$ cat src/core/fault_mon_pkg.sv
package fault_mon_pkg;

  // ----------------------------------------------------------------
  // clock and timing
  // ----------------------------------------------------------------
  localparam longint CLK_HZ          = 40_000_000;
  localparam longint TEMP_FIRST_MS   = 2;
  localparam longint TEMP_RATE_HZ    = 10;
  localparam longint BOOST_OCP_MS    = 110;
  localparam longint RESTART_MS      = 200;
  localparam longint VIN_OCP_US      = 10;
  localparam longint TEMP_FIRST_CYC  = TEMP_FIRST_MS * CLK_HZ / 1000;
  localparam longint TEMP_PERIOD_CYC = CLK_HZ / TEMP_RATE_HZ;
  localparam longint BOOST_OCP_CYC   = BOOST_OCP_MS * CLK_HZ / 1000;
  localparam longint RESTART_CYC     = RESTART_MS * CLK_HZ / 1000;
  // least time: round up
  localparam longint VIN_OCP_CYC     =
    (VIN_OCP_US * CLK_HZ + 999_999) / 1_000_000;
  localparam int     TIMER_W         = 24;

  // ----------------------------------------------------------------
  // register map (byte addresses)
  // ----------------------------------------------------------------
  localparam logic [7:0] CTRL_ADDR    = 8'h00;
  localparam logic [7:0] LIMIT_ADDR   = 8'h04;
  localparam logic [7:0] STATUS1_ADDR = 8'h08;
  localparam logic [7:0] STATUS2_ADDR = 8'h0C;
  localparam logic [7:0] TEMP_ADDR    = 8'h10;
  localparam logic [7:0] SHORT_ADDR   = 8'h14;

  // control bits
  localparam int CTRL_DEV_EN   = 0;
  localparam int CTRL_LED_IEN  = 1;
  localparam int CTRL_TMON_EN  = 2;
  localparam logic [2:0] CTRL_RESET = 3'h2;

  // limit fields
  localparam int LIMIT_HIGH_LSB = 0;
  localparam int LIMIT_LOW_LSB  = 16;
  localparam logic [8:0] LIMIT_HIGH_RESET = 9'h064;
  localparam logic [8:0] LIMIT_LOW_RESET  = 9'h000;
  localparam logic [7:0] SHORT_RESET      = 8'h80;

  // status 1 bits
  localparam int ST_BOOST_OC   = 0;
  localparam int ST_BOOST_OVH  = 1;
  localparam int ST_VIN_UV     = 2;
  localparam int ST_VIN_OV     = 3;
  localparam int ST_VIN_OC     = 4;
  localparam int ST_OVER_WIN   = 5;
  localparam int ST_UNDER_WIN  = 6;
  localparam int ST_OVERHEAT   = 7;
  localparam int ST_LED_SUM    = 8;
  localparam int STATUS1_W     = 9;

  // status 2 layout: channel bits [5:0], open 6, short 7
  localparam int ST2_OPEN  = 6;
  localparam int ST2_SHORT = 7;
  localparam int CHANNELS  = 6;

  localparam logic [8:0] TEMP_DISABLED = 9'h100;
  localparam logic [1:0] RESP_OKAY     = 2'h0;
  localparam logic [1:0] RESP_SLVERR   = 2'h2;

  typedef enum logic [3:0] {
    MODE_STANDBY = 4'b0001,
    MODE_STARTUP = 4'b0010,
    MODE_ACTIVE  = 4'b0100,
    MODE_RECOVER = 4'b1000
  } mode_t;

  typedef struct packed {
    logic       fbUnder;
    logic       fbOverHigh;
    logic       vinUnder;
    logic       vinOver;
    logic       vinOverCurrent;
    logic       overheat;
    logic       boostReady;
    logic       boostAtMax;
    logic [5:0] belowHeadroom;
    logic [5:0] inNormalWindow;
    logic [5:0] aboveShort;
    logic [8:0] adcCode;
  } analog_in_t;

  typedef struct packed {
    logic       powerSwitchOn;
    logic       boostEnable;
    logic       boostRaise;
    logic       tempMonEnable;
    logic [5:0] channelEnable;
  } power_ctrl_t;

endpackage
$ cat src/core/fault_and_thermal_monitor.sv
`timescale 1ns/10ps

// Overview of operation
// - 9-bit die temperature result in register
// - first result after 2 ms, then 10 Hz
// - disabled monitor reads minus 256 degrees
// - window limits with one degree hysteresis
// - window crossing raises fault interrupt
// - monitor can be disabled; overheat always on
// - request more boost when headroom low
// - open string at max boost, disconnect it
// - LED fault sets summary, interrupt if enabled
// - cause bits hold; summary clears normally
// - new LED fault sets summary again
// - short above level with normal peer, disconnect
// - boost overcurrent after 110 ms, recover
// - boost overcurrent watched from boost start
// - boost overvoltage high watched in active
// - input undervoltage: off, standby, flag, restart
// - input overvoltage: off, standby, flag, restart
// - input overcurrent from soft-start, 10 us
// - overvoltage high: flag, interrupt, recovery
// - overcurrent faults restart after 200 ms
module fault_and_thermal_monitor
  import fault_mon_pkg::*;
#(
  parameter int unsigned TEMP_FIRST = int'(TEMP_FIRST_CYC),
  parameter int unsigned TEMP_PER   = int'(TEMP_PERIOD_CYC),
  parameter int unsigned BOOST_OCP  = int'(BOOST_OCP_CYC),
  parameter int unsigned RESTART    = int'(RESTART_CYC)
) (
  // clock and reset
  input  wire logic        clk,
  input  wire logic        resetn,
  // axi4-lite write
  input  wire logic [7:0]  awaddr,
  input  wire logic        awvalid,
  output logic             awready,
  input  wire logic [31:0] wdata,
  input  wire logic [3:0]  wstrb,
  input  wire logic        wvalid,
  output logic             wready,
  output logic [1:0]       bresp,
  output logic             bvalid,
  input  wire logic        bready,
  // axi4-lite read
  input  wire logic [7:0]  araddr,
  input  wire logic        arvalid,
  output logic             arready,
  output logic [31:0]      rdata,
  output logic [1:0]       rresp,
  output logic             rvalid,
  input  wire logic        rready,
  // analog side
  input  wire analog_in_t  analogIn,
  output power_ctrl_t      powerCtrl,
  output logic [7:0]       shortDetectLevel,
  output logic             intN
);

  // ----------------------------------------------------------------
  // parameter checks
  // ----------------------------------------------------------------
  if (TEMP_FIRST < 2 || TEMP_PER < 2 || BOOST_OCP < 2 || RESTART < 2 ||
      TEMP_FIRST >= 2**TIMER_W || TEMP_PER >= 2**TIMER_W ||
      BOOST_OCP >= 2**TIMER_W || RESTART >= 2**TIMER_W) begin : g_chk
    $error("timer parameter out of range");
  end

  localparam logic [TIMER_W-1:0] FIRST_T  = TEMP_FIRST[TIMER_W-1:0];
  localparam logic [TIMER_W-1:0] PER_T    = TEMP_PER[TIMER_W-1:0];
  localparam logic [TIMER_W-1:0] OCP_T    = BOOST_OCP[TIMER_W-1:0];
  localparam logic [TIMER_W-1:0] RESTART_T = RESTART[TIMER_W-1:0];
  localparam logic [8:0] VIN_OCP_T = 9'(VIN_OCP_CYC);

  function automatic logic [2:0] regSel(input logic [7:0] addr);
    case (addr)
      CTRL_ADDR:    regSel = 3'h0;
      LIMIT_ADDR:   regSel = 3'h1;
      STATUS1_ADDR: regSel = 3'h2;
      STATUS2_ADDR: regSel = 3'h3;
      TEMP_ADDR:    regSel = 3'h4;
      SHORT_ADDR:   regSel = 3'h5;
      default:      regSel = 3'h7;
    endcase
  endfunction

  // ----------------------------------------------------------------
  // synchronisers
  // ----------------------------------------------------------------
  analog_in_t syncA_reg;
  analog_in_t syncB_reg;

  always_ff @(posedge clk) begin
    syncA_reg <= analogIn;
    syncB_reg <= syncA_reg;
  end

  // ----------------------------------------------------------------
  // register state
  // ----------------------------------------------------------------
  logic [2:0]           ctrl_reg;
  logic [8:0]           limHigh_reg;
  logic [8:0]           limLow_reg;
  logic [7:0]           short_reg;
  logic [STATUS1_W-1:0] status1_reg;
  logic [5:0]           chanFault_reg;
  logic                 openCause_reg;
  logic                 shortCause_reg;
  logic [8:0]           dieTemp_reg;
  logic [7:0]           awAddr_reg;
  logic [31:0]          wData_reg;
  logic [3:0]           wStrb_reg;
  logic                 awHeld_reg;
  logic                 wHeld_reg;
  logic                 doWrite;
  logic [2:0]           wSel;
  logic [STATUS1_W-1:0] status1Set;
  logic [STATUS1_W-1:0] status1Clr;

  assign doWrite = awHeld_reg && wHeld_reg && !bvalid;
  assign wSel    = regSel(awAddr_reg);

  // ----------------------------------------------------------------
  // axi write channel
  // ----------------------------------------------------------------
  always_ff @(posedge clk) begin
    if (!resetn) begin
      awHeld_reg <= 1'b0;
      wHeld_reg  <= 1'b0;
      awAddr_reg <= 8'h00;
      wData_reg  <= 32'h00000000;
      wStrb_reg  <= 4'h0;
      awready    <= 1'b0;
      wready     <= 1'b0;
      bvalid     <= 1'b0;
      bresp      <= RESP_OKAY;
    end else begin
      if (awvalid && awready) begin
        awAddr_reg <= awaddr;
        awHeld_reg <= 1'b1;
      end
      if (wvalid && wready) begin
        wData_reg <= wdata;
        wStrb_reg <= wstrb;
        wHeld_reg <= 1'b1;
      end
      awready <= !awHeld_reg && !(awvalid && awready) && !doWrite;
      wready  <= !wHeld_reg && !(wvalid && wready) && !doWrite;
      if (doWrite) begin
        awHeld_reg <= 1'b0;
        wHeld_reg  <= 1'b0;
        bvalid     <= 1'b1;
        bresp      <= (wSel == 3'h7) ? RESP_SLVERR : RESP_OKAY;
      end else if (bvalid && bready) begin
        bvalid <= 1'b0;
      end
    end
  end

  // ----------------------------------------------------------------
  // writable registers (byte lanes honoured)
  // ----------------------------------------------------------------
  always_ff @(posedge clk) begin
    if (!resetn) begin
      ctrl_reg    <= CTRL_RESET;
      limHigh_reg <= LIMIT_HIGH_RESET;
      limLow_reg  <= LIMIT_LOW_RESET;
      short_reg   <= SHORT_RESET;
    end else if (doWrite) begin
      case (wSel)
        3'h0: if (wStrb_reg[0]) ctrl_reg <= wData_reg[2:0];
        3'h1: begin
          if (wStrb_reg[0]) limHigh_reg[7:0] <= wData_reg[7:0];
          if (wStrb_reg[1]) limHigh_reg[8]   <= wData_reg[8];
          if (wStrb_reg[2]) limLow_reg[7:0]  <= wData_reg[23:16];
          if (wStrb_reg[3]) limLow_reg[8]    <= wData_reg[24];
        end
        3'h5: if (wStrb_reg[0]) short_reg <= wData_reg[7:0];
        default: ;
      endcase
    end
  end

  // write-one-to-clear on status 1
  always_comb begin
    status1Clr = '0;
    if (doWrite && wSel == 3'h2) begin
      status1Clr[7:0] = wStrb_reg[0] ? wData_reg[7:0] : 8'h00;
      status1Clr[8]   = wStrb_reg[1] & wData_reg[8];
    end
  end

  // ----------------------------------------------------------------
  // axi read channel
  // ----------------------------------------------------------------
  always_ff @(posedge clk) begin
    if (!resetn) begin
      arready <= 1'b0;
      rvalid  <= 1'b0;
      rdata   <= 32'h00000000;
      rresp   <= RESP_OKAY;
    end else begin
      arready <= !rvalid && !(arvalid && arready);
      if (arvalid && arready) begin
        rvalid <= 1'b1;
        rresp  <= RESP_OKAY;
        case (regSel(araddr))
          3'h0: rdata <= {29'h0, ctrl_reg};
          3'h1: rdata <= {7'h0, limLow_reg, 7'h0, limHigh_reg};
          3'h2: rdata <= {23'h0, status1_reg};
          3'h3: rdata <= {24'h0, shortCause_reg, openCause_reg,
                          chanFault_reg};
          3'h4: rdata <= {23'h0, dieTemp_reg};
          3'h5: rdata <= {24'h0, short_reg};
          default: begin
            rdata <= 32'h00000000;
            rresp <= RESP_SLVERR;
          end
        endcase
      end else if (rvalid && rready) begin
        rvalid <= 1'b0;
      end
    end
  end

  // ----------------------------------------------------------------
  // die temperature converter pacing
  // ----------------------------------------------------------------
  logic                tmonOn;
  logic [TIMER_W-1:0]  tempTimer_reg;
  logic                tempWasOn_reg;

  assign tmonOn = ctrl_reg[CTRL_TMON_EN];

  always_ff @(posedge clk) begin
    if (!resetn) begin
      tempTimer_reg <= '0;
      tempWasOn_reg <= 1'b0;
      dieTemp_reg   <= TEMP_DISABLED;
    end else begin
      tempWasOn_reg <= tmonOn;
      if (!tmonOn) begin
        dieTemp_reg <= TEMP_DISABLED;
      end else if (!tempWasOn_reg) begin
        tempTimer_reg <= FIRST_T - 1'b1;
      end else if (tempTimer_reg == '0) begin
        dieTemp_reg   <= syncB_reg.adcCode;
        tempTimer_reg <= PER_T - 1'b1;
      end else begin
        tempTimer_reg <= tempTimer_reg - 1'b1;
      end
    end
  end

  // ----------------------------------------------------------------
  // thermal window with hysteresis (signed degrees)
  // ----------------------------------------------------------------
  logic signed [9:0] tempS;
  logic signed [9:0] highS;
  logic signed [9:0] lowS;
  logic              aboveWin_reg;
  logic              belowWin_reg;
  logic              resultValid_reg;

  assign tempS = 10'(signed'(dieTemp_reg));
  assign highS = 10'(signed'(limHigh_reg));
  assign lowS  = 10'(signed'(limLow_reg));

  always_ff @(posedge clk) begin
    if (!resetn) begin
      aboveWin_reg    <= 1'b0;
      belowWin_reg    <= 1'b0;
      resultValid_reg <= 1'b0;
    end else begin
      if (!tmonOn) begin
        resultValid_reg <= 1'b0;
      end else if (tempWasOn_reg && tempTimer_reg == '0) begin
        resultValid_reg <= 1'b1;
      end
      // window detector sleeps with the monitor
      if (!tmonOn || !resultValid_reg) begin
        aboveWin_reg <= 1'b0;
        belowWin_reg <= 1'b0;
      end else begin
        if (tempS >= highS + 10'sd1) aboveWin_reg <= 1'b1;
        else if (tempS <= highS - 10'sd1) aboveWin_reg <= 1'b0;
        if (tempS <= lowS - 10'sd1) belowWin_reg <= 1'b1;
        else if (tempS >= lowS + 10'sd1) belowWin_reg <= 1'b0;
      end
    end
  end

  // ----------------------------------------------------------------
  // operating mode
  // ----------------------------------------------------------------
  mode_t              mode_reg;
  logic [TIMER_W-1:0] ocpTimer_reg;
  logic [TIMER_W-1:0] restart_reg;
  logic [8:0]         vinOcTimer_reg;
  logic               recoverTimed_reg;
  logic               supplyBad;
  logic               boostRun;
  logic               boostOcHit;
  logic               vinOcHit;
  logic               ovhHit;

  assign supplyBad = syncB_reg.vinUnder || syncB_reg.vinOver ||
                     syncB_reg.overheat;
  assign boostRun  = (mode_reg == MODE_STARTUP) ||
                     (mode_reg == MODE_ACTIVE);
  assign boostOcHit = boostRun && syncB_reg.fbUnder &&
                      ocpTimer_reg == OCP_T - 1'b1;
  assign vinOcHit   = boostRun && syncB_reg.vinOverCurrent &&
                      vinOcTimer_reg == VIN_OCP_T - 1'b1;
  assign ovhHit     = (mode_reg == MODE_ACTIVE) &&
                      syncB_reg.fbOverHigh;

  // qualification timers run from boost start / soft-start onward
  always_ff @(posedge clk) begin
    if (!resetn) begin
      ocpTimer_reg   <= '0;
      vinOcTimer_reg <= 9'h000;
    end else begin
      if (boostRun && syncB_reg.fbUnder && !boostOcHit)
        ocpTimer_reg <= ocpTimer_reg + 1'b1;
      else
        ocpTimer_reg <= '0;
      if (boostRun && syncB_reg.vinOverCurrent && !vinOcHit)
        vinOcTimer_reg <= vinOcTimer_reg + 1'b1;
      else
        vinOcTimer_reg <= 9'h000;
    end
  end

  always_ff @(posedge clk) begin
    if (!resetn) begin
      mode_reg         <= MODE_STANDBY;
      restart_reg      <= '0;
      recoverTimed_reg <= 1'b0;
    end else begin
      if (restart_reg != '0) restart_reg <= restart_reg - 1'b1;
      if (supplyBad) begin
        mode_reg <= MODE_STANDBY;
      end else begin
        case (mode_reg)
          MODE_STANDBY:
            if (ctrl_reg[CTRL_DEV_EN]) mode_reg <= MODE_STARTUP;
          MODE_STARTUP:
            if (boostOcHit || vinOcHit) begin
              mode_reg         <= MODE_RECOVER;
              recoverTimed_reg <= 1'b1;
              restart_reg      <= RESTART_T - 1'b1;
            end else if (!ctrl_reg[CTRL_DEV_EN]) begin
              mode_reg <= MODE_STANDBY;
            end else if (syncB_reg.boostReady) begin
              mode_reg <= MODE_ACTIVE;
            end
          MODE_ACTIVE:
            if (boostOcHit || vinOcHit) begin
              mode_reg         <= MODE_RECOVER;
              recoverTimed_reg <= 1'b1;
              restart_reg      <= RESTART_T - 1'b1;
            end else if (ovhHit) begin
              mode_reg         <= MODE_RECOVER;
              recoverTimed_reg <= 1'b0;
            end else if (!ctrl_reg[CTRL_DEV_EN]) begin
              mode_reg <= MODE_STANDBY;
            end
          MODE_RECOVER:
            // overvoltage exit waits only for the output to fall
            if (recoverTimed_reg ? restart_reg == '0
                                 : !syncB_reg.fbOverHigh)
              mode_reg <= MODE_STANDBY;
          default: mode_reg <= MODE_STANDBY;
        endcase
      end
    end
  end

  // ----------------------------------------------------------------
  // string faults
  // ----------------------------------------------------------------
  logic [5:0] inLoop;
  logic [5:0] newOpen;
  logic [5:0] newShort;
  logic [5:0] shortHit;
  logic [5:0] normalPeer;

  assign inLoop     = ~chanFault_reg;
  assign shortHit   = syncB_reg.aboveShort & inLoop;
  assign normalPeer = syncB_reg.inNormalWindow & inLoop & ~shortHit;
  assign newOpen    = (mode_reg == MODE_ACTIVE && syncB_reg.boostAtMax)
                    ? (syncB_reg.belowHeadroom & inLoop) : 6'h00;
  assign newShort   = (mode_reg == MODE_ACTIVE && normalPeer != 6'h00)
                    ? shortHit : 6'h00;

  // causes survive everything but reset (power-down)
  always_ff @(posedge clk) begin
    if (!resetn) begin
      chanFault_reg  <= 6'h00;
      openCause_reg  <= 1'b0;
      shortCause_reg <= 1'b0;
    end else begin
      chanFault_reg <= chanFault_reg | newOpen | newShort;
      if (newOpen != 6'h00) openCause_reg <= 1'b1;
      if (newShort != 6'h00) shortCause_reg <= 1'b1;
    end
  end

  // ----------------------------------------------------------------
  // status 1 flags: set wins over clear
  // ----------------------------------------------------------------
  logic aboveWinD_reg;
  logic belowWinD_reg;

  always_comb begin
    status1Set               = '0;
    status1Set[ST_BOOST_OC]  = boostOcHit;
    status1Set[ST_BOOST_OVH] = ovhHit;
    status1Set[ST_VIN_UV]    = syncB_reg.vinUnder;
    status1Set[ST_VIN_OV]    = syncB_reg.vinOver;
    status1Set[ST_VIN_OC]    = vinOcHit;
    status1Set[ST_OVER_WIN]  = aboveWin_reg && !aboveWinD_reg;
    status1Set[ST_UNDER_WIN] = belowWin_reg && !belowWinD_reg;
    status1Set[ST_OVERHEAT]  = syncB_reg.overheat;
    status1Set[ST_LED_SUM]   = (newOpen | newShort) != 6'h00;
  end

  always_ff @(posedge clk) begin
    if (!resetn) begin
      status1_reg   <= '0;
      aboveWinD_reg <= 1'b0;
      belowWinD_reg <= 1'b0;
    end else begin
      aboveWinD_reg <= aboveWin_reg;
      belowWinD_reg <= belowWin_reg;
      status1_reg   <= (status1_reg & ~status1Clr) | status1Set;
    end
  end

  // ----------------------------------------------------------------
  // outputs, all registered
  // ----------------------------------------------------------------
  logic [STATUS1_W-1:0] intMask;

  always_comb begin
    intMask             = '1;
    intMask[ST_LED_SUM] = ctrl_reg[CTRL_LED_IEN];
  end

  always_ff @(posedge clk) begin
    if (!resetn) begin
      powerCtrl        <= '0;
      shortDetectLevel <= SHORT_RESET;
      intN             <= 1'b1;
    end else begin
      powerCtrl.powerSwitchOn <= boostRun;
      powerCtrl.boostEnable   <= boostRun;
      powerCtrl.boostRaise    <= (mode_reg == MODE_ACTIVE) &&
        ((syncB_reg.belowHeadroom & inLoop) != 6'h00);
      powerCtrl.tempMonEnable <= tmonOn;
      powerCtrl.channelEnable <= (mode_reg == MODE_ACTIVE)
                               ? inLoop : 6'h00;
      shortDetectLevel        <= short_reg;
      intN <= (status1_reg & intMask) == '0;
    end
  end

endmodule

$ cat config.mk
export PLATFORM = sky130hd
export DESIGN_NAME = fault_and_thermal_monitor
export DESIGN_NICKNAME = d
export VERILOG_FILES = /design/src/core/fault_mon_pkg.sv /design/src/core/fault_and_thermal_monitor.sv
export SDC_FILE = /design/constraint.sdc
export NUM_CORES = 1
export LEC_CHECK = 0
export BUFFER_PORTS_ARGS = -buffer_cell sky130_fd_sc_hd__buf_2
export CAP_MARGIN = 20
export CORE_MARGIN = 5
export CORE_UTILIZATION = 46
export DETAILED_ROUTE_END_ITERATION = 10
export GPL_TIMING_DRIVEN = 0
export PLACE_DENSITY = 0.66
export SLEW_MARGIN = 20
export SYNTH_ARGS = -nofsm -noshare
export SYNTH_HDL_FRONTEND = slang
export SYNTH_SLANG_ARGS = --single-unit
$ cat constraint.sdc
create_clock -name clk -period 3.5 [get_ports clk]
set_clock_uncertainty 0.1 [all_clocks]
set_input_delay 0.175 -clock clk [delete_from_list [all_inputs] [get_ports clk]]
set_output_delay 0.175 -clock clk [all_outputs]
set_load 0.05 [all_outputs]
==> results of run 1 <==
cell families (layout without fill, tap and decap cells):
family | count (synthesis) | after routing
AOI/OAI and AO/OA | 245 | 245
xor gates and xnor gates | 83 | 83
adders and majority gates | 50 | 50
buffers and inverters | 118 | 375
DFF | 291 | 291
muxes | 21 | 21
other | 1 | 17
and+or+nand+nor | 545 | 545
power breakdown:
| group | switching, W | total [W] | internal (W) |
|---|---|---|---|
| registers | 0.000150 | 0.00365 | 0.00350 |
| logic | 0.000658 | 0.00122 | 0.000564 |
| clock network | 0.00135 | 0.00327 | 0.00192 |
| total | 0.00216 | 0.00814 | 0.00598 |
timing repair:
action                     4_1_cts  5_1_grt
hold endpoints to repair        68        0
hold buffers                    80        0
setup endpoints to repair        0        0
placed cells by master, fill, tap and decap left out, types with 42 or more instances in the layout:
cell and n:
sky130_fd_sc_hd__inv_1 42, sky130_fd_sc_hd__a21oi_1 89, sky130_fd_sc_hd__ha_1 50, sky130_fd_sc_hd__clkbuf_1 52
sky130_fd_sc_hd__dfxtp_1 291, sky130_fd_sc_hd__nor2_1 150, sky130_fd_sc_hd__xnor2_1 47, sky130_fd_sc_hd__nand3_1 54
sky130_fd_sc_hd__o21ai_0 45, sky130_fd_sc_hd__dlygate4sd3_1 80, sky130_fd_sc_hd__buf_2 128, sky130_fd_sc_hd__nand2_1 155
critical path, delay by kind of cell:
kind | cells | cell delay, ns
AND/OR/NAND/NOR | 5 | 2.24
AO/OA/AOI/OAI | 3 | 0.40
buffers and inverters | 2 | 0.27
adder cells (fa/ha/maj) | 1 | 0.25
final timing paths:
check	startpoint	end	cells after the start
min reg2reg	syncA_reg[11]$_DFF_P_	syncB_reg[11]$_DFF_P_	0
max	araddr[0]	rdata[2]$_SDFFE_PN0P_	11
max reg2reg	mode_reg[3]$_SDFFE_PP0P_	restart_reg[16]$_SDFF_PN0_	6
min	wvalid	wStrb_reg[2]$_SDFFE_PN0P_	5
layer usage:
metal | part of all wire, % | wire length, µm
met1 | 46 | 14400
met2 | 46 | 14500
met3 | 5.6 | 1770
met4 | 3.1 | 974
met5 | 0 | 0
through the flow:
stage                     std cells  hold WS, ns
after floorplan                1369        0.103
after global placement         1826        0.177
after detailed placement       1826        0.179
after CTS                      1961       0.0684
after global routing           1962       0.0782
final                          1962       0.0754
layout make-up:
type,instances,share of cell area (%)
multi-input combinational,960,38.9
sequential,291,38.6
timing repair buffer,202,9.35
clock buffer,38,5.51
tap,335,2.78
buffer,75,2.39
clock inverter,17,1.38
inverter,43,1.07
antenna,1,0.0166
==> flow_results.org, run 1 <==
** Status
- Outcome :: completed

** STA
- Setup Total Neg Slack :: 0 ns
- The max-slew violation count is 0.
- Setup repair after global routing left no endpoint under its margin.
- Timing would allow up to 0.335 GHz.
- Setup violations remaining at the end of the flow were counted as 0.
- Transition at the pin with the smallest max-transition slack :: roughly 0.92 ns
- Headroom to the max-slew limit came out at between 30% and 40%.
- Crit path setup slack, layout :: slightly above 0.5 ns
- Part of the cycle the worst path needs :: a little under nine tenths
- Number of hold-slack violations in the final timing report :: 0
- The clock period could shrink to around 3 ns.

** Drt
- Total via count in the routed design :: 10,400
- In this run the remaining antenna-violating nets after routing total 0.
- Before antenna repair, the detailed router went through 7 iterations.
- Vias/cell :: 5.28
- After detailed routing, the average wire length per cell comes to approximately 16 µm.
- Final WL :: around 32 mm
- Post-detailed-route DRC marker count :: 0
- Number of DRC violations after detailed-routing iteration 0 :: 800

** Logic synthesis
- After synthesis, the largest family of logic cells by area is simple AND/OR/NAND/NOR gates.
- Synth area leader :: sky130_fd_sc_hd__dfxtp_1
- Fraction of post-synthesis cell area in the top cell type by area :: between 40% and 50%
- Of the total synthesized cell area, the portion taken by XOR and XNOR cells is ~6.0%.
- The synthesized netlist contains 72 unique library cells.
- After Yosys synthesis, and, or, nand and nor cells account for about 22% of the synthesized area.
- Sequential share of the synthesized area :: 47.9%
- In the post-synthesis netlist, the biggest area contributors are sky130_fd_sc_hd__dfxtp_1, sky130_fd_sc_hd__ha_1, sky130_fd_sc_hd__nand2_1.
- In the post-synthesis netlist, the cell with the most instances is sky130_fd_sc_hd__dfxtp_1.
- Netlist Area Pre-Place :: around 12,000 µm²
- After Yosys synthesis, full adders, half adders and majority gates account for about 5.1% of the synthesized area.
- Number of storage elements in the synthesis netlist :: 291
- Summing the areas of all compound-gate instances in the mapped netlist gives between 10% and 20% of the synthesized area.
- Most used flip-flop cell after synthesis :: sky130_fd_sc_hd__dfxtp_1
- Each instance of the synthesized netlist takes up on average roughly 9.0 µm².
- Ys async rst share :: 0%
- The Yosys step of the flow raised 0 warnings.
- In the synthesized netlist, the cells that appear most often are sky130_fd_sc_hd__dfxtp_1, sky130_fd_sc_hd__nand2_1, sky130_fd_sc_hd__nor2_1, sky130_fd_sc_hd__a21oi_1, sky130_fd_sc_hd__nand3_1.
- Synthesis produced a netlist whose cell count is approximately 1,400.
- Count of flip-flops with a built-in enable after synthesis :: 0
- Portion of netlist area occupied by mux cells :: 1.74%

** GRT
- For met3 alone, demand over resource in global routing was under 10%.
- Global routing usage on met1 :: 27.6%
- Summed over all layers, the global routing overflow is 0.
- Number of global-route vias before repair :: 10,100
- The number of antenna violations at the first check in global routing was 1.
- Overall track demand over capacity in global routing :: approximately a fifth
- Wire length of the first global-routing pass :: 51.4 mm
- Entering global routing, the biggest net connects 18 pins.
- For this run, global-route usage on met2 was measured as 33.3%.
- met2 is the most crowded layer.

** Worst setup path
- Worst path cell trace :: buf_2, or4_1, buf_2, or4b_4, ha_1, or2_2, nor4_2, a22oi_1, nand2_1, a21oi_1, a21oi_1
- The worst setup path is launched from a primary input.
- The setup check on the worst reg-to-reg path leaves a slack of about 0.54 ns.
- Top fanout value on the critical path :: 9
- Max incr delay on CP :: approximately 0.70 ns
- At the worst endpoint, the arrival time is approximately 3.4 ns.
- The worst setup path is of the in -> reg kind.
- Cell with the biggest individual delay on the critical path :: sky130_fd_sc_hd__nor4_2
- Crit path required time :: about 3.9 ns
- Type of element capturing the critical path :: flip-flop

** Power and ir drop
- PnR Total Power :: about 0.008 W
- VDD sags by at most ~0.00044 V.
- Power per cell area :: around 540 nW/µm²
- Standby leakage power :: roughly 6.1 nW

** Layout
- Total area of multi-input combinational cells :: just under 6000 µm²
- Fillers :: between 2,000 and 2,500
- The register with the most flip-flops in the layout has 35 of them.
- Once layout is done, the placed cells without fillers occupy between 15,000 and 20,000 µm².
- Once layout is complete, the utilization of the core stands at 57.9%.
- At the end of the flow, the number of nets in the layout was ~1,700.
- Area growth from synthesis to layout :: 24.1%
- Across the whole layout, storage elements account for between 5000 and 6000 µm².
- Ratio of cells with drive above 1 in the final layout :: around 14%

** Floorplan
- From bottom edge to top edge, the die measures 173 µm.
- The die covers roughly 30,000 µm².
- The region available for standard cell placement spans 26,100 µm².
- The initialized floorplan defines about 60 standard-cell rows.
- Starting utilization of the core area :: between 40% and 50%
- Pin placement for this block handled 154 I/O pins.
- Floorplan die width :: 173 µm

** Placement
- Total of buffers placed on input and output ports :: 122
- Post-DP Area :: 13,200 µm²
- Last weighted congestion value of the routability-driven placer :: 0.894
- At the placement stage, the worst setup path has a slack of ~0.056 ns.
- Post-detailed-placement half-perimeter wirelength :: approximately 22 mm

** Clock network
- H-tree levels :: 1
- Postcts setup bufs :: 0
- Num Clock Sinks :: 291
- TritonCTS built the clock tree.
- Total of cells resized after clock tree synthesis :: 0
- The tree is rooted in a sky130_fd_sc_hd__clkbuf_16.
- After clock tree synthesis, the clock-pin slew on the worst setup and hold paths is about 0.060 ns.
- No sink is reached through more buffers than the 3 on the longest clock path.
- Number of CTS-inserted buffers :: 30
- The later pin in the worst-skew pair is clocked with a latency of slightly below 0.6 ns.

** Flow run
- The tool flagged a number of max-cap violations equal to 0.

** Worst hold path
- The tightest min-delay check is of the in -> reg type.
No activity file was read; power rests on OpenSTA's default activity.
==> run 2, diff against run 1 <==
--- a/config.mk
+++ b/config.mk
@@ -9,2 +9,3 @@
 export CAP_MARGIN = 20
+export CORE_ASPECT_RATIO = 2
 export CORE_MARGIN = 5
@@ -13,3 +14,3 @@
 export GPL_TIMING_DRIVEN = 0
-export PLACE_DENSITY = 0.66
+export PLACE_DENSITY = 0.68
 export SLEW_MARGIN = 20
==> constraint.sdc (replaced) <==
create_clock -name clk -period 2.4 [get_ports clk]
set_clock_uncertainty 0.1 [all_clocks]
set_input_delay 0.12 -clock clk [delete_from_list [all_inputs] [get_ports clk]]
set_output_delay 0.12 -clock clk [all_outputs]
set_load 0.1 [all_outputs]
==> run 2 against run 1 <==
Combinational power increased by 73%. Largest power group unchanged. Power up 45%. Wire length grew 8.7%. The flow now finishes with violations (negative setup slack). First-iteration DRC count shrank 25%.
==> flow_results.org, run 2 (synthesis gave the netlist of run 1 again) <==
** Power and ir drop
- Internal power :: 0.00850 W (+42%)
- Standby leakage power :: 6.20 nW (+1.1%)
- Worst IR Drop VDD :: 0.000799 V (+81%)
- Power share of the clock group :: 36.8% (-3.3 points)
- Switching power total :: 0.00330 W (+53%)
- The switching power as a share of total power was 27.9% (+1.4 points).
- Power per cell area :: 770 nW/µm² (+43%)
- Share of total power in sequential cells :: 45.3% (+0.4 points)
- Combinational cell fraction of total power :: 17.9% (+2.9 points)

** Clock network
- H-tree levels :: 1 (unchanged)
- Clock input transition at the sequential cells of the worst setup and hold paths :: 0.07 ns (about the same)
- TritonCTS clock tree :: yes
- Clock Latency Late Sink :: 0.55 ns (-0.03 ns)
- Clock root cell :: sky130_fd_sc_hd__clkbuf_16
- Number of CTS-inserted buffers :: 26 (-13%)
- The CTS sink count is 291 (unchanged).
- Max clock buf depth :: 3 (unchanged)

** Status
- Violations in the final reports :: negative setup slack
- Outcome :: finished, violations left

** STA
- Setup Total Neg Slack :: -0.00747 ns (-0.00747 ns)
- Number of max-slew violations in the final report :: 0 (unchanged)
- Tightest hold margin :: 0.0655 ns (-0.00991 ns)
- Final Setup Violations :: 1 (+1)
- Final critical delay including setup and external delays :: between 2 and 2.5 ns
- Achievable Freq :: around 0.42 GHz
- Part of the cycle the worst path needs :: 100%
- Number of hold-slack violations in the final timing report :: 0 (unchanged)
- Setup repair after global routing could not meet its margin everywhere.
- Relative max-transition margin :: 41.3% (+3.4 points)
- Transition at the pin with the smallest max-transition slack :: 0.880 ns (-0.0432 ns)
- Crit path setup slack, layout :: -0.00747 ns (-0.522 ns)

** Layout
- Compared with the post-synthesis result, the final layout area differs by 26.0%.
- Leaving out fill and tap cells, the most frequent cell in the layout is sky130_fd_sc_hd__dfxtp_1.
- The number of nets in the layout was 1,745 (-0.11%).
- The number of flip-flops under the largest register name came to 35 (unchanged).
- Area of all placed cells without fillers :: 15,300 µm² (+1.5%)
- Ratio of cells with drive above 1 in the final layout :: 16.9% (+3.0 points)
- Commonest cells after routing, fill and taps aside :: sky130_fd_sc_hd__dfxtp_1, sky130_fd_sc_hd__nand2_1, sky130_fd_sc_hd__nor2_1

** Drt
- The number of design rule violations left after detail routing was 0 (unchanged).
- Number of DRC violations after detailed-routing iteration 0 :: 599 (-25%)
- Final WL :: 34.4 mm (+8.7%)
- The first-pass detailed-route iteration total is 6 (-1).
- The average wire per standard cell is 17.5 µm (+8.6%).
- Total via count in the routed design :: 10,700 (+3.7%)
- Vias/cell :: 5.47 (+3.5%)
- The final antenna-violating net count is 0 (unchanged).

** Placement
- Last weighted congestion value of the routability-driven placer :: 0.886 (-0.82%)
- Post-DP Area :: 13,300 µm² (+0.49%)
- The number of input and output port buffers inserted is 122 (unchanged).
- Post-detailed-placement half-perimeter wirelength :: 24.9 mm (+13%)

** Floorplan
- The die footprint came to 30,000 µm² (+0.66%).
- Floorplan row count :: 84 (+42%)
- The starting density of the core was 46.5% (-0.20 points).
- The width of the die came to 125 µm (-28%).
- Area of the core :: 26,200 µm² (+0.43%)
- The height of the die was 240 µm (+39%).
- The number of ports placed on the die boundary came to 154 (unchanged).

** GRT
- The aggregate global-route resource usage was 22.0% (+1.6 points).
- The global-route wire length before repair is 54.0 mm (+5.1%).
- Antenna violations before repair :: 2 (+1)
- The largest net degree at the start of global routing was 18 (unchanged).
- Number of global-route vias before repair :: 10,800 (+7.7%)
- The total global routing overflow is 0 (unchanged).

** Worst setup path
- The largest fanout on the critical path was 8 (-1).
- Crit start category :: flip-flop
- Type of the worst setup path :: reg -> reg
- Worst endpoint data arrival time :: 2.73 ns (-0.63 ns)
- Crit path required time :: 2.72 ns (-1.15 ns)
- The worst setup path is captured at a flip-flop.

** Flow run
- Max-cap check violation count :: 0 (unchanged)

** Worst hold path
- In this run the worst hold path is classified as in -> reg.
## run 2: cell types whose count changed in the layout (fill, tap and decap cells not counted), moves of 6 or more
cell                       change
sky130_fd_sc_hd__clkbuf_1     -16
sky130_fd_sc_hd__dfxtp_1       -9
sky130_fd_sc_hd__buf_4         +8
sky130_fd_sc_hd__nor4_1        -6
sky130_fd_sc_hd__nor4_4        +6
## run 2: power groups by stage
| stage | logic, W | clock network (W) | registers, W |
|---|---|---|---|
| after floorplan | 0.00137 | 0 | 0.00544 |
| after global placement | 0.00177 | 0 | 0.00543 |
| after detailed placement | 0.00179 | 0 | 0.00544 |
| after CTS | 0.00190 | 0.00443 | 0.00533 |
| after global routing | 0.00231 | 0.00463 | 0.00537 |
| final | 0.00211 | 0.00434 | 0.00534 |
## run 2: cell type report
class                      count  area, µm²
fill                        2219      10900
clock buffer                  31        709
timing repair buffer         214       1510
inverter                      43        164
buffer                        64        332
tap                          344        430
antenna                        2       5.00
clock inverter                15        193
multi-input combinational    961       6130
sequential                   291       5850
## run 2: what timing repair did
action | 4_1_cts | 5_1_grt
pin swaps | 2 | 18
hold buffers | 81 | 0
setup buffers | 4 | 5
hold endpoints to repair | 74 | 0
setup endpoints to repair | 34 | 107
gates cloned | 0 | 3
resized for setup | 25 | 46
## run 2: worst paths after layout
path / startpoint / endpoint / slack (ns) / depth (start not counted)
worst max-delay path: limLow_reg[3]$_SDFFE_PN0P_ / belowWin_reg$_SDFFE_PP0P_ / -0.007 / 8
worst min-delay path: araddr[3] / rdata[24]$_SDFFE_PN0P_ / 0.07 / 4
worst max register to register: limLow_reg[3]$_SDFFE_PN0P_ / belowWin_reg$_SDFFE_PP0P_ / -0.007 / 8
worst min register to register: syncA_reg[29]$_DFF_P_ / status1Set[7]$_DFF_P_ / 0.22 / 0
## run 2: worst max-delay path: stages (launching register included)
cell	delay [ns]
sky130_fd_sc_hd__dfxtp_2	0.40
sky130_fd_sc_hd__or4_4	0.59
sky130_fd_sc_hd__nor4_4	0.16
sky130_fd_sc_hd__xnor2_1	0.11
sky130_fd_sc_hd__ha_1	0.33
sky130_fd_sc_hd__nand4_1	0.11
sky130_fd_sc_hd__o211ai_1	0.18
sky130_fd_sc_hd__and3_1	0.21
sky130_fd_sc_hd__o22ai_1	0.08
## run 2: metal layers
layer / up-vias / GRT usage, % / wire [µm]
li1: 5192 / - / -
met5: - / 0 / 12
met1: 5065 / 20.8 / 11500
met2: 347 / 43.6 / 19000
met3: 135 / 2.85 / 1550
met4: 2 / 14.4 / 2360
## run 2: metrics by stage
stage / setup slack [ns] / total power, W / util, % / cells
global route: -0.126 / 0.0123 / 58.5 / 1964
floorplan: -0.198 / 0.00681 / - / 1369
finish: -0.00747 / 0.0118 / 58.5 / 1965
detailed placement: -0.484 / 0.00723 / 50.9 / 1835
CTS: -0.0409 / 0.0117 / 57.7 / 1956
global placement: -0.465 / 0.00720 / 50.9 / 1835
==> run 3, diff against run 2 <==
CORE_UTILIZATION = 50   (was 46)
PLACE_DENSITY = 0.73   (was 0.68)
==> run 3 against run 2 <==
The run now ends clean. First-iteration DRC count is 23% higher. Die area is 7.5% lower. Via count grew 0.41%. Wire length up 1.7%. Worst setup slack gained 0.031 ns. Critical endpoint is now aboveWin_reg$_SDFFE_PP0P_. Clock power barely moved. Utilization up 5.2 points. Sequential cell count unchanged. Fmax is 1.3% higher.
==> flow_results.org, run 3 (synthesis gave the netlist of run 1 again) <==
** Worst setup path
- Walking the worst path, the cells encountered are inv_4, ha_4, nor3b_4, nand2_1, xor2_1, ha_1, nand4_1, or4_1, nand4_1, o22ai_1.
- Crit start category :: flip-flop
- Largest delay contributor family on the critical path :: simple AND/OR/NAND/NOR gates
- The largest individual stage delay along the critical path comes from the cell sky130_fd_sc_hd__or4_1.
- The buffering stage count on the worst path with inverters included came to 1 (+1).
- The largest fanout on the critical path came to 5 (-3).
- The worst setup slack for register-to-register paths came to 0.02 ns (+0.03 ns).
- The arrival time of the worst setup path was 2.69 ns (-0.04 ns).
- Dominant cell type by count on the critical path :: sky130_fd_sc_hd__nand4_1
- The worst setup path is of the reg -> reg kind.
- Max incr delay on CP :: 0.48 ns (-0.11 ns)
- Crit path required time :: 2.72 ns (about the same)
- Type of element capturing the critical path :: flip-flop

** Layout
- Relative to the synthesized area, the layout overhead comes to 25.3%.
- Flip-flop count of the largest register, all copies and words added :: 35 (unchanged)
- The post-layout instance area came to 15,200 µm² (-0.51%).
- Leaving out fill and tap cells, the most frequent cell in the layout is sky130_fd_sc_hd__dfxtp_1.
- The number of nets in the layout is 1,747 (+0.11%).
- Ratio of cells with drive above 1 in the final layout :: 17.1% (+0.23 points)
- The top cell types in the final layout, fill and taps aside, are sky130_fd_sc_hd__dfxtp_1, sky130_fd_sc_hd__nand2_1, sky130_fd_sc_hd__nor2_1.

** Placement
- The detailed placement HPWL is 24.5 mm (-1.7%).
- Last weighted congestion value of the routability-driven placer :: 0.917 (+3.5%)
- The placed standard-cell area came to 13,200 µm² (-0.54%).
- The number of input and output port buffers inserted is 122 (unchanged).

** GRT
- The aggregate global-route resource usage was 24.3% (+2.3 points).
- Maximum number of pins on one net before global-route repair :: 18 (unchanged)
- The number of global-route vias before repair was 11,000 (+1.2%).
- Wire length of the first global-routing pass :: 54.2 mm (+0.45%)
- The total global routing overflow was 0 (unchanged).
- The number of antenna violations at the first check in global routing is 2 (unchanged).

** Drt
- Number of DRC violations after detailed-routing iteration 0 :: 736 (+23%)
- WL/cell :: 18.3 µm (+4.6%)
- The sum of routed wire length over all layers is 35.0 mm (+1.7%).
- The final antenna-violating net count came to 0 (unchanged).
- The number of vias per cell after detailed routing came to 5.64 (+3.2%).
- Post-detailed-route DRC marker count :: 0 (unchanged)
- The first-pass detailed-route iteration total came to 9 (+3).
- The via count of the routed design is 10,800 (+0.41%).

** Floorplan
- Starting utilization of the core area :: 50.8% (+4.4 points)
- The width of the die came to 120 µm (-3.8%).
- Die area :: 27,700 µm² (-7.5%)
- The core area was 23,900 µm² (-8.6%).
- The placement row count was 80 (-4.8%).
- Die Ht :: 231 µm (-3.9%)
- Number of placed I/O pins :: 154 (unchanged)

** STA
- The portion of the clock cycle consumed by the worst path in the final layout was 99.0% (-1.3 points).
- Final critical delay including setup and external delays :: 2.38 ns (-0.0312 ns)
- The count of final hold-check violations is 0 (unchanged).
- Achievable Freq :: 0.421 GHz (+1.3%)
- Transition at the pin with the smallest max-transition slack :: 0.957 ns (+0.0774 ns)
- Setup repair after global routing could not meet its margin everywhere.
- The max-slew violation count was 0 (unchanged).
- Final Setup Violations :: 0 (-1)
- The max-slew headroom at the worst pin was 36.2% (-5.2 points).

** Power and ir drop
- Standby leakage power :: 6.21 nW (+0.15%)
- The peak supply drop came to 0.000744 V (-6.9%).
- PnR Total Power :: 0.0117 W (-0.48%)
- The power per cell area came to 770 nW/µm² (about the same).

** Worst hold path
- In this run the worst hold path is classified as in -> reg.

** Status
- Outcome :: completed

** Clock network
- Clock Latency Late Sink :: 0.55 ns (about the same)
- Clock root cell :: sky130_fd_sc_hd__clkbuf_16
- TritonCTS built the clock tree.
- Num Clock Sinks :: 291 (unchanged)
- H-tree levels :: 1 (unchanged)
- Max clock buf depth :: 3 (unchanged)
- The CTS buffer count was 26 (unchanged).
- The clock-pin slew on the worst setup and hold paths is 0.07 ns (about the same).

** Flow run
- Max-cap check violation count :: 0 (unchanged)
==> run 3: changes by cell type in the layout (fill, tap and decap cells not counted), moves of 2 or more <==
cell and change:
sky130_fd_sc_hd__buf_4 +3, sky130_fd_sc_hd__nor4_2 -3, sky130_fd_sc_hd__clkbuf_1 -2, sky130_fd_sc_hd__clkbuf_8 -2, sky130_fd_sc_hd__clkinv_2 +2, sky130_fd_sc_hd__dfxtp_1 -2, sky130_fd_sc_hd__inv_6 +2, sky130_fd_sc_hd__nor4_1 +2
==> run 3: power breakdown <==
group | total (W) | internal [W] | switching [W]
Combinational | 0.00208 | 0.000907 | 0.00118
Sequential | 0.00534 | 0.00510 | 0.000242
Clock | 0.00432 | 0.00240 | 0.00191
==> run 3: cell type report <==
class	instances	area [µm²]
Antenna cell	3	7.51
Buffer	65	348
Clock buffer	28	678
Clock inverter	18	206
Fill cell	1937	8680
Inverter	43	164
Multi-Input combinational cell	961	6120
Sequential cell	291	5850
Tap cell	287	359
Timing Repair Buffer	215	1510
==> run 3: worst reg2reg max path: stages (launching register included) <==
cell,delay [ns]
sky130_fd_sc_hd__dfxtp_4,0.38
sky130_fd_sc_hd__inv_4,0.08
sky130_fd_sc_hd__ha_4,0.14
sky130_fd_sc_hd__nor3b_4,0.21
sky130_fd_sc_hd__nand2_1,0.09
sky130_fd_sc_hd__xor2_1,0.15
sky130_fd_sc_hd__ha_1,0.33
sky130_fd_sc_hd__nand4_1,0.11
sky130_fd_sc_hd__or4_1,0.48
sky130_fd_sc_hd__nand4_1,0.10
sky130_fd_sc_hd__o22ai_1,0.08
==> run 3: timing repair <==
item / in CTS / in global routing
hold buffers: 80 / 0
pin swaps: 3 / 11
setup endpoints to repair: 26 / 111
cloned: 0 / 2
buffers inserted: 4 / 8
gates resized for setup: 29 / 46
endpoints found under the hold margin: 68 / 0
==> run 3: worst paths after layout <==
check,end,from,depth (start not counted)
max,aboveWin_reg$_SDFFE_PP0P_,limHigh_reg[0]$_SDFFE_PN0P_,10
min,rdata[19]$_SDFFE_PN0P_,araddr[2],4
min reg2reg,syncB_reg[20]$_DFF_P_,syncA_reg[20]$_DFF_P_,0
max reg2reg,aboveWin_reg$_SDFFE_PP0P_,limHigh_reg[0]$_SDFFE_PN0P_,10
==> run 3: through the flow <==
stage               utilization (%)  setup TNS (ns)  hold WS [ns]  setup WS, ns  std cells
finish                         63.7               0        0.0400        0.0237       1911
global route                   63.7          -0.231        0.0711        -0.112       1910
CTS                            62.7         -0.0148        0.0167       -0.0148       1898
detailed placement             55.3           -6.55         0.124        -0.487       1778
global placement               55.3           -6.60         0.123        -0.459       1778
floorplan                         -           -1.48        0.0477        -0.198       1369
==> run 3: routing by layer <==
metal,GRT usage [%],routed length [µm]
met5,0,0
met1,22.9,11700
met2,46.5,18800
met4,18.4,2930
met3,3.01,1540
